**src/rtl/pcpd_defines.vh**
```
// pcpd_defines.vh: constants for the pin-controlled power-down block
// assumes inclusion by bare name from the rtl/ modules; definitions only
//
// Functional notes
// - optional sleep function; when enabled its pin is only a sleep request
// - sleep enabled and pin high means hold state; low means normal operation
// - entering hold freezes every output and internal state, outputs stay valid
// - outputs high-impedance at hold onset stay high-impedance throughout hold
// - during hold all inputs, clocks and enables are ignored except sleep pin
// - pin hold latches stay active in hold so no pin floats
// - sleep function enabled only by a build-time option, never a register
// - sleep pin not routed to logic array; its macrocell feedback stays usable
// - after sleep pin falls, inputs, enables and clocks accepted within 1 us
// - after sleep pin falls, valid updated outputs appear within 1 us
`ifndef PCPD_DEFINES_VH
`define PCPD_DEFINES_VH

// ************************************************************
// timing
// ************************************************************
`define PCPD_CLK_PERIOD_PS   5000
`define PCPD_WAKE_TIME_NS    1000
// longest time rounds down
`define PCPD_WAKE_CYCLES     ((`PCPD_WAKE_TIME_NS * 1000) / `PCPD_CLK_PERIOD_PS)
`define PCPD_CNT_W           8

// ************************************************************
// reset values
// ************************************************************
`define PCPD_RST_DATA        1'b0
`define PCPD_RST_OE_N        1'b1

`endif

```
**src/rtl/pcpd_power_down.v**
```verilog
// pcpd_power_down.v: sleep-pin controlled hold of a user logic slice
// assumes one 200 MHz clock; user pins arrive from outside and are synchronised
// the held logic here is a parameterised register bank standing in for the array
// when the option is enabled the sleep pin reaches no array logic at all
`timescale 1ns/1ps
`include "pcpd_defines.vh"
module pcpd_power_down #(
  parameter WIDTH      = 8,
  parameter SLEEP_EN   = 1,
  parameter WAKE_CYCLES = `PCPD_WAKE_CYCLES
) (
  input  wire             mclk_in,
  input  wire             rst_in,
  input  wire             sleep_request_pin_in,
  input  wire [WIDTH-1:0] pin_data_in,
  input  wire [WIDTH-1:0] pin_oe_n_in,
  input  wire             pin_load_in,
  input  wire             feedback_sel_in,
  output wire [WIDTH-1:0] pin_data_out,
  output wire [WIDTH-1:0] pin_oe_n_out,
  output wire [WIDTH-1:0] pin_keep_out,
  output wire [WIDTH-1:0] feedback_out,
  output wire             sleep_pin_as_io_out,
  output wire             hold_out,
  output wire             wake_busy_out
);

  // ************************************************************
  // state codes
  // ************************************************************
  localparam ST_RUN  = 2'b00;
  localparam ST_HOLD = 2'b01;
  localparam ST_WAKE = 2'b10;

  // ************************************************************
  // synchronise sleep pin and user pins
  // ************************************************************
  wire             sleep_lvl;
  wire [WIDTH-1:0] data_s;
  wire [WIDTH-1:0] drv_s;
  wire             load_s;
  wire             fsel_s;

  pcpd_sync u_sleep_sync (
    .mclk_in   (mclk_in),
    .rst_in    (rst_in),
    .async_in  (sleep_request_pin_in),
    .level_out (sleep_lvl)
  );

  genvar g;
  generate
    for (g = 0; g < WIDTH; g = g + 1) begin : g_pin
      pcpd_sync u_d (
        .mclk_in   (mclk_in),
        .rst_in    (rst_in),
        .async_in  (pin_data_in[g]),
        .level_out (data_s[g])
      );
      // synchronised as drive-high so the synchroniser's reset leaves the pin released
      pcpd_sync u_oe (
        .mclk_in   (mclk_in),
        .rst_in    (rst_in),
        .async_in  (~pin_oe_n_in[g]),
        .level_out (drv_s[g])
      );
    end
  endgenerate

  pcpd_sync u_load (
    .mclk_in   (mclk_in),
    .rst_in    (rst_in),
    .async_in  (pin_load_in),
    .level_out (load_s)
  );

  pcpd_sync u_fsel (
    .mclk_in   (mclk_in),
    .rst_in    (rst_in),
    .async_in  (feedback_sel_in),
    .level_out (fsel_s)
  );

  // ************************************************************
  // sleep qualification
  // ************************************************************
  // enable is a build-time parameter only, no software path
  wire sleep_req = (SLEEP_EN != 0) & sleep_lvl;

  // when disabled the pin is a plain io; when enabled it never reaches the array
  assign sleep_pin_as_io_out = (SLEEP_EN == 0);

  // ************************************************************
  // sequencer
  // ************************************************************
  // a zero ramp would wrap the counter, so it counts as one cycle
  localparam WAKE_EFF  = (WAKE_CYCLES < 1) ? 1 : WAKE_CYCLES;
  localparam [31:0] WAKE_M1 = WAKE_EFF - 1;
  // last ramp count and step, cut to the counter width on purpose
  localparam [`PCPD_CNT_W-1:0] WAKE_LAST = WAKE_M1[`PCPD_CNT_W-1:0];
  localparam [`PCPD_CNT_W-1:0] CNT_ONE   = {{(`PCPD_CNT_W-1){1'b0}}, 1'b1};

  reg [1:0]            state_ff;
  reg [1:0]            nxt_state;
  reg [`PCPD_CNT_W-1:0] cnt_ff;
  reg [`PCPD_CNT_W-1:0] nxt_cnt;

  always @* begin
    nxt_state = state_ff;
    nxt_cnt   = cnt_ff;
    case (state_ff)
      ST_RUN: begin
        if (sleep_req) begin
          nxt_state = ST_HOLD;
        end
      end
      ST_HOLD: begin
        if (!sleep_req) begin
          nxt_state = ST_WAKE;
          nxt_cnt   = {`PCPD_CNT_W{1'b0}};
        end
      end
      ST_WAKE: begin
        // the ramp is informational: inputs are accepted from its first cycle
        if (sleep_req) begin
          nxt_state = ST_HOLD;
        end else if (cnt_ff == WAKE_LAST) begin
          nxt_state = ST_RUN;
        end else begin
          nxt_cnt = cnt_ff + CNT_ONE;
        end
      end
      default: begin
        nxt_state = ST_RUN;
      end
    endcase
  end

  always @(posedge mclk_in) begin
    if (rst_in) begin
      state_ff <= ST_RUN;
      cnt_ff   <= {`PCPD_CNT_W{1'b0}};
    end else begin
      state_ff <= nxt_state;
      cnt_ff   <= nxt_cnt;
    end
  end

  // sleep and pins pass equal-depth synchronisers, so a pin changed after the
  // sleep rise arrives behind it; one changed in the same cycle may still land
  // hold starts the same cycle sleep is seen so no further input is taken
  wire hold = (state_ff == ST_HOLD) | sleep_req;
  // inputs are accepted again from the first wake cycle, long before 1 us
  wire accept = ~hold;

  // ************************************************************
  // held user logic, one pin macrocell slice per bit
  // ************************************************************
  wire [WIDTH-1:0] data_q;
  wire [WIDTH-1:0] oe_n_q;
  wire [WIDTH-1:0] keep_q;
  wire [WIDTH-1:0] fb_q;

  generate
    for (g = 0; g < WIDTH; g = g + 1) begin : g_cell
      reg data_ff;
      reg oe_n_ff;
      reg keep_ff;
      reg fb_ff;
      reg nxt_data;
      reg nxt_oe_n;
      reg nxt_keep;
      reg nxt_fb;

      // in hold every next value is the held one, high-z enables included
      always @* begin
        nxt_data = data_ff;
        nxt_oe_n = oe_n_ff;
        nxt_keep = keep_ff;
        nxt_fb   = fb_ff;
        if (accept) begin
          // resumes from whatever was held; nothing cleared on wake
          if (load_s) begin
            nxt_data = data_s[g];
          end
          // enable arrives as drive-high, so a fresh reset never drives the pin
          nxt_oe_n = ~drv_s[g];
          nxt_keep = data_s[g];
          // buried feedback of the pin macrocell stays usable
          nxt_fb   = fsel_s ? data_ff : ~data_ff;
        end
      end

      always @(posedge mclk_in) begin
        if (rst_in) begin
          data_ff <= `PCPD_RST_DATA;
          oe_n_ff <= `PCPD_RST_OE_N;
          keep_ff <= `PCPD_RST_DATA;
          fb_ff   <= `PCPD_RST_DATA;
        end else begin
          data_ff <= nxt_data;
          oe_n_ff <= nxt_oe_n;
          keep_ff <= nxt_keep;
          fb_ff   <= nxt_fb;
        end
      end

      assign data_q[g] = data_ff;
      assign oe_n_q[g] = oe_n_ff;
      assign keep_q[g] = keep_ff;
      assign fb_q[g]   = fb_ff;
    end
  endgenerate

  // ************************************************************
  // outputs
  // ************************************************************
  assign pin_data_out  = data_q;
  assign pin_oe_n_out  = oe_n_q;
  // keeper levels stay driven in hold so no pin floats
  assign pin_keep_out  = keep_q;
  assign feedback_out  = fb_q;
  assign hold_out      = hold;
  assign wake_busy_out = (state_ff == ST_WAKE);

endmodule // pcpd_power_down

```
**src/rtl/pcpd_sync.v**
```verilog
// pcpd_sync.v: three-stage synchroniser with agreement filter
// assumes one clock; input arrives from a pin
`timescale 1ns/1ps
module pcpd_sync (
  input  wire mclk_in,
  input  wire rst_in,
  input  wire async_in,
  output wire level_out
);
  reg meta_ff;
  reg s2_ff;
  reg s3_ff;
  reg level_ff;

  always @(posedge mclk_in) begin
    if (rst_in) begin
      meta_ff  <= 1'b0;
      s2_ff    <= 1'b0;
      s3_ff    <= 1'b0;
      level_ff <= 1'b0;
    end else begin
      meta_ff <= async_in;
      s2_ff   <= meta_ff;
      s3_ff   <= s2_ff;
      // change counts only once stages two and three agree
      if (s2_ff == s3_ff) begin
        level_ff <= s3_ff;
      end
    end
  end

  assign level_out = level_ff;
endmodule // pcpd_sync

```
**config.mk**
```make
export PLATFORM = sky130hd
export DESIGN_NAME = pcpd_power_down
export DESIGN_NICKNAME = d
export VERILOG_FILES = /design/src/rtl/pcpd_power_down.v /design/src/rtl/pcpd_sync.v
export VERILOG_INCLUDE_DIRS = /design/src /design/src/rtl
export SDC_FILE = /design/constraint.sdc
export NUM_CORES = 1
export LEC_CHECK = 0
export BUFFER_PORTS_ARGS = -buffer_cell sky130_fd_sc_hd__buf_2
export CAP_MARGIN = 40
export CORE_ASPECT_RATIO = 1.75
export CORE_MARGIN = 1.5
export CORE_UTILIZATION = 40
export CTS_BUF_LIST = sky130_fd_sc_hd__clkbuf_4
export CTS_CLUSTER_DIAMETER = 200
export DETAILED_ROUTE_END_ITERATION = 12
export GPL_TIMING_DRIVEN = 0
export PLACE_DENSITY_LB_ADDON = 0.15
export SLEW_MARGIN = 15
export SYNTH_ARGS = -nofsm -noshare
export SYNTH_HDL_FRONTEND = slang
export SYNTH_SLANG_ARGS = --single-unit
```
**constraint.sdc**
```tcl
create_clock -name mclk_in -period 4.1 [get_ports mclk_in]
set_input_delay 0.41 -clock mclk_in [delete_from_list [all_inputs] [get_ports mclk_in]]
set_output_delay 0.41 -clock mclk_in [all_outputs]
set_load 0.02 [all_outputs]
```
==> results of run 1 <==
==> sequential cells by signal, summed over array words and instances (netlist names), 2 cells and up <==
signal and flops:
state_ff 2, g_pin.u_oe.level_out 8, g_cell.oe_n_ff 8, g_cell.keep_ff 8
cnt_ff 8, g_cell.fb_ff 8, g_pin.u_oe.s2_ff 8, g_pin.u_oe.meta_ff 8
g_pin.u_d.meta_ff 8, g_cell.data_ff 8, g_pin.u_d.s2_ff 8, g_pin.u_oe.s3_ff 8
g_pin.u_d.level_out 8, g_pin.u_d.s3_ff 8
==> logic make-up (layout without fill, tap and decap cells) <==
kind of cell	after synthesis	after routing
AO/OA/AOI/OAI	93	93
XOR/XNOR	8	8
adder cells (fa/ha/maj)	1	1
buffers and inverters	59	143
flip-flops	118	118
other	1	2
AND/OR/NAND/NOR	164	164
==> stage by stage <==
stage / cell area (sq um) / util / setup WS [ns]
detailed placement: 4613 / 0.4506 / 2.138
floorplan: 4184 / - / 2.547
CTS: 4832 / 0.4720 / 1.571
finish: 4845 / 0.4732 / 1.654
global route: 4845 / 0.4732 / 1.478
global placement: 4613 / 0.4506 / 2.189
==> repair_timing <==
item / CTS / global route
endpoints found under the hold margin: 0 / 1
hold buffers: 0 / 1
gates resized for setup: 0 / 0
==> power breakdown <==
| part | leakage, nW | internal (W) | switching [W] | total [W] |
|---|---|---|---|---|
| registers | 0.964 | 0.00117 | 0.0000108 | 0.00118 |
| clock network | 0.131 | 0.000308 | 0.000377 | 0.000685 |
| logic | 0.826 | 0.0000342 | 0.0000434 | 0.0000776 |
==> per-layer routing <==
| layer | vias up | global-route usage | wire length (microns) |
|---|---|---|---|
| met5 | - | 0 | 0 |
| li1 | 1578 | - | - |
| met4 | 0 | 0.08258 | 221 |
| met2 | 62 | 0.2791 | 4210 |
| met3 | 16 | 0.05545 | 290 |
| met1 | 1387 | 0.1636 | 3372 |
==> cell type report <==
cell class | instances | area (sq um)
fillers | 1010 | 5394
flip-flops and latches | 118 | 2362
multi-input cells | 267 | 1471
plain buffers | 55 | 335.3
repair buffers | 55 | 280.3
well taps | 127 | 158.9
clock buffers | 21 | 157.7
clock inverters | 8 | 61.31
inverters | 4 | 15.01
diodes | 1 | 2.502
==> cells in the mapped netlist <==
master	n
dfxtp_1	118
nand2_1	64
nor2b_1	49
a21oi_1	45
buf_4	33
o21ai_0	22
nor2_1	19
clkbuf_1	15
nand3_1	13
a211o_1	9
nand2b_1	9
xnor2_1	8
a22oi_1	4
buf_2	4
buf_1	3
o32ai_1	3
and2_1	2
inv_1	2
o21bai_1	2
or3_1	2
a211oi_1	1
a21boi_0	1
a21o_2	1
a21oi_2	1
clkinv_1	1
conb_1	1
ha_1	1
inv_2	1
nor3_1	1
nor3b_1	1
o211ai_2	1
o211ai_4	1
o21ai_1	1
o32ai_2	1
or2_2	1
or2b_1	1
or4_1	1
or4b_4	1
==> critical path: cells and delay by family (launching register included) <==
kind                   cells  cell delay (ns)
DFF                        1             0.45
buffers and inverters      5             0.93
and+or+nand+nor            1             0.16
==> cell usage in the layout, fill, tap and decap left out, types with 2 or more instances in the layout <==
master and n:
or3_1 2, dfxtp_1 118, nand3_1 13, nor2b_1 49, nand2b_1 9, and2_1 2, a21oi_1 45, a211o_1 9
inv_1 2, buf_4 33, nor2_1 19, xnor2_1 8, buf_2 58, o21bai_1 2, nand2_1 64, o32ai_1 3
o21ai_0 22, a22oi_1 4, clkbuf_1 15, clkinv_1 4, clkbuf_4 21, buf_1 3, clkinv_2 4
==> worst paths after layout <==
path                               start               endpoint  slack (ns)  depth (start not counted)
setup reg to reg  u_sleep_sync.level_out      g_cell[2].oe_n_ff        2.31                          7
hold reg to reg    g_pin[7].u_oe.meta_ff    g_pin[7].u_oe.s2_ff        0.44                          1
hold / removal            pin_oe_n_in[3]  g_pin[3].u_oe.meta_ff        0.06                          2
setup / recovery  u_sleep_sync.level_out               hold_out        1.65                          6
==> reports/metrics.yaml, run 1 <==
global_route:
  antenna_found_initial: 1
  grt_pass1_wl_microns: 13390
  track_usage: 0.1601
  grt_pass1_vias: 2933
  grt-ovfl-total: 0
  grt_max_degree: 17
timing:
  setup_viol: 0
  relSlewSlack: 0.5570
  setup_tns_ns: 0
  max_freq_ghz: 0.4088
  slew_violations: 0
  fin_crit_ns: 2.446
  rsz0062_at_grt: "false"
  tightest_slew_ns: 0.6644
  skew_ns: 0.01227
  period_share: 0.5966
  finalHoldViolations: 0
  hold_ws_ns: 0.05727
run:
  drv_cap: 0
yosys:
  synth_top_area_share: 0.5646
  synth_seq_cells: 118
  synth_cell_type_count: 38
  muxShareOfSynthArea: 0
  yosys.area_share.simple: 0.1941
  synth_top_cell_by_area: "dfxtp_1"
  synth_adder_area_share: 0.002990
  yosys-top-cells-area: "dfxtp_1, nor2b_1, buf_4"
  syn_area_sq_mm: 0.004184
  synth_fp_nets: 466
  synth_cells: 444
  synth_top_family_by_area: "simple AND/OR/NAND/NOR gates"
  synth_compound_area_frac: 0.1370
  yosysSeqAreaShare: 0.5646
  avgSynthCellArea_sq_um: 9.423
  yosysWarnings: 0
  synthXorXnorAreaFrac: 0.01675
floorplan:
  die_x_microns: 80.31
  dieArea_sq_mm: 0.01111
  die_y_microns: 138.3
  io-pin-count: 56
  rows: 49
  placeableCoreArea_sq_mm: 0.01024
  initial_core_util: 0.4087
place:
  gp_congestion: 0.7655
  hpwl_microns: 5751
  placed_cells: 625
  portBuffers: 54
routing:
  routedWlPerCell_microns: 12.34
  firstDrtPassIters: 4
  avgViaCountPerCell: 4.639
  wl_microns: 8095
  postRouteAntennaNets: 0
  drc: 0
  vias: 3043
  drt_iter0_markers: 103
power_and_ir_drop:
  cellPowerDensity_mw_per_mm2: 401.8
  ir_drop_mv: 0.1745
  power_w: 0.001947
  p_leak_nw: 1.921
setup_path:
  critical_path.most_common_cell: "buf_2"
  arrival_ns: 2.04
  crit_type: "reg2out"
  critPathMaxFanout: 10
  critPathSlowestCell: "dfxtp_1"
  critPathMaxStageDelay_ns: 0.45
  start_kind: "flop"
  end_kind: "output port"
  cp_cell_sequence: "inv_1 -> and2_1 -> buf_2 -> inv_2 -> buf_2 -> buf_2"
  cp.required_ns: 3.69
clocking:
  cts-htree-levels: 4
  clock_latency_ns: 0.50
  numClockSinks: 118
  cts_tree: "done"
  clk_pin_slew_ns: 0.09
  cts_root_buf: "clkbuf_4"
  cts_buffer_depth: 2
  numCtsBuffers: 17
  cts_setup_buffers: 0
finish:
  fin_cells: 656
  area_growth_pct: 15.79
  drive_above_1_share: 0.2367
  final_nets: 540
status:
  outcome: "finished clean"
worst_hold_path:
  hp-class: "in2reg"
No activity file was read; power rests on OpenSTA's default activity.
==> inputs of run 2 (changes only) <==
Clock period 4.1 ns to 2.5 ns, I/O delays scaled along.
==> run 2 against run 1 <==
Via count up 1.7%. Combinational power increased by 92%. Clock power rose by 64%. Die area did not move. Sequential cell count unchanged. Worst hold slack better by 0.11 ns. Wire length rose by 1.0%. Sequential power up 64%. Non-clock buffer count is 18 higher. Clock skew about the same. Final cell count rose by 2.7%.
==> reports/metrics.yaml, run 2 (same netlist as run 1, synthesis figures left out) <==
status:
  outcome: "finished clean"  # unchanged
run:
  drv_cap: 0  # unchanged
finish:
  drive_above_1_share: 0.2289  # was 0.2367
  final_nets: 558  # was 540
  fill_cells: 995  # was 1010
  design_area_sq_mm: 0.005025  # was 0.004845 sq mm
  final_common_cell: "dfxtp_1"  # unchanged
  final_cell_mix: "dfxtp_1, nand2_1, buf_2"  # unchanged
  area_growth_pct: 20.10  # was 15.79%
place:
  hpwl_microns: 5751  # unchanged
  portBuffers: 54  # unchanged
  gp_congestion: 0.7655  # unchanged
  placed_cell_area_sq_mm: 0.004613  # unchanged
  pre_cts_ws_ns: 0.6981  # was 2.138 ns
routing:
  drc: 0  # unchanged
  postRouteAntennaNets: 0  # unchanged
  drt_iter0_markers: 102  # was 103
  firstDrtPassIters: 4  # unchanged
  vias: 3096  # was 3043
  routedWlPerCell_microns: 12.13  # was 12.34 microns
  avgViaCountPerCell: 4.593  # was 4.639
  wl_microns: 8178  # was 8095 microns
setup_path:
  end_kind: "output port"  # unchanged
  arrival_ns: 2.03  # was 2.04 ns
  critical_path.most_common_cell: "buf_2"  # unchanged
  cp_cell_sequence: "inv_1 -> and2_1 -> buf_2 -> inv_2 -> buf_2 -> buf_2"  # unchanged
  crit_type: "reg2out"  # unchanged
  critPathMaxFanout: 10  # unchanged
  cp.required_ns: 2.25  # was 3.69 ns
  critPathMaxStageDelay_ns: 0.45  # about the same
  start_kind: "flop"  # unchanged
  critPathSlowestCell: "dfxtp_1"  # unchanged
floorplan:
  die_x_microns: 80.31  # unchanged
  initial_core_util: 0.4087  # unchanged
  die_y_microns: 138.3  # unchanged
  dieArea_sq_mm: 0.01111  # unchanged
  placeableCoreArea_sq_mm: 0.01024  # unchanged
  rows: 49  # unchanged
  io-pin-count: 56  # unchanged
power_and_ir_drop:
  p_leak_nw: 1.997  # was 1.921 nW
  ir_drop_mv: 0.2954  # was 0.1745 mV
  cellPowerDensity_mw_per_mm2: 639.1  # was 401.8 mW/mm^2
  power_w: 0.003211  # was 0.001947 W
timing:
  max_freq_ghz: 0.4390
  fin_crit_ns: 2.278
  tightest_slew_ns: 0.6778  # was 0.6644 ns
  setup_tns_ns: 0  # unchanged
  rsz0062_at_grt: "false"  # unchanged
  finalHoldViolations: 0  # unchanged
  fin_ws_ns: 0.2221  # was 1.654 ns
  skew_ns: 0.01179  # was 0.01227 ns
  relSlewSlack: 0.5482  # was 0.5570
  period_share: 0.9111
  slew_violations: 0  # unchanged
  setup_viol: 0  # unchanged
global_route:
  antenna_found_initial: 1  # unchanged
  grt_pass1_wl_microns: 13550  # was 13390 microns
  track_usage: 0.1615  # was 0.1601
  grt_pass1_vias: 3012  # was 2933
  grt_max_degree: 17  # unchanged
  grt-ovfl-total: 0  # unchanged
clocking:
  ctsResizeCount: 0  # unchanged
  cts_setup_buffers: 0  # unchanged
  clk_pin_slew_ns: 0.10  # was 0.09 ns
  numCtsBuffers: 17  # unchanged
  cts_root_buf: "clkbuf_4"  # unchanged
  clock_latency_ns: 0.49  # was 0.50 ns
  postCtsHoldBufs: 19  # was 0
  numClockSinks: 118  # unchanged
  cts_buffer_depth: 2  # unchanged
  cts_tree: "done"  # unchanged
  cts-htree-levels: 4  # unchanged
worst_hold_path:
  hp-class: "in2reg"  # unchanged
## run 2: cell count changes in the layout (fill, tap and decap cells not counted)
cell           previous run  this run
dlygate4sd3_1             1        19
## run 2: per-layer routing
metal	global-route usage	vias to the layer above	wire length [microns]
met4	0.08258	0	216
met5	0	-	0
met2	0.2804	53	4277
met1	0.1669	1414	3456
li1	-	1613	-
met3	0.05545	16	228
## run 2: cell type report
cell class | instances | area, sq um | share of cell area
well taps | 127 | 158.9 | 0.03162
inverters | 4 | 15.01 | 0.002988
clock buffers | 21 | 157.7 | 0.03137
plain buffers | 55 | 335.3 | 0.06673
flip-flops and latches | 118 | 2362 | 0.4701
multi-input cells | 267 | 1471 | 0.2928
repair buffers | 73 | 460.4 | 0.09163
diodes | 1 | 2.502 | 0.0004980
clock inverters | 8 | 61.31 | 0.01220
## run 2: worst max-delay path: cells and delay by family (launching register included)
| family | cells | cell delay (ns) |
|---|---|---|
| buffers and inverters | 5 | 0.92 |
| flip-flops | 1 | 0.45 |
| AND/OR/NAND/NOR | 1 | 0.16 |
## run 2: metrics by stage
step	hold slack, ns	util	instances
3_5_place_dp	0.4087	0.4506	625
4_1_cts	0.1187	0.4905	673
6_report	0.1695	0.4908	674
5_1_grt	0.1245	0.4908	674
3_3_place_gp	0.4055	0.4506	625
2_1_floorplan	0.3224	-	444
## run 2: path summary, 6_finish.rpt
path / startpoint / to / slack (ns) / cells after the start
max: u_sleep_sync.level_out / hold_out / 0.22 / 6
min: rst_in / cnt_ff[4] / 0.17 / 4
max reg2reg: u_sleep_sync.level_out / g_cell[2].oe_n_ff / 0.71 / 7
min reg2reg: g_pin[6].u_oe.meta_ff / g_pin[6].u_oe.s2_ff / 0.44 / 1
## run 2: power breakdown
group	leakage [nW]	switching (W)	internal (W)
clock network	0.131	0.000615	0.000505
logic	0.902	0.0000745	0.0000744
registers	0.964	0.0000177	0.00192
total	2.00	0.000708	0.00250
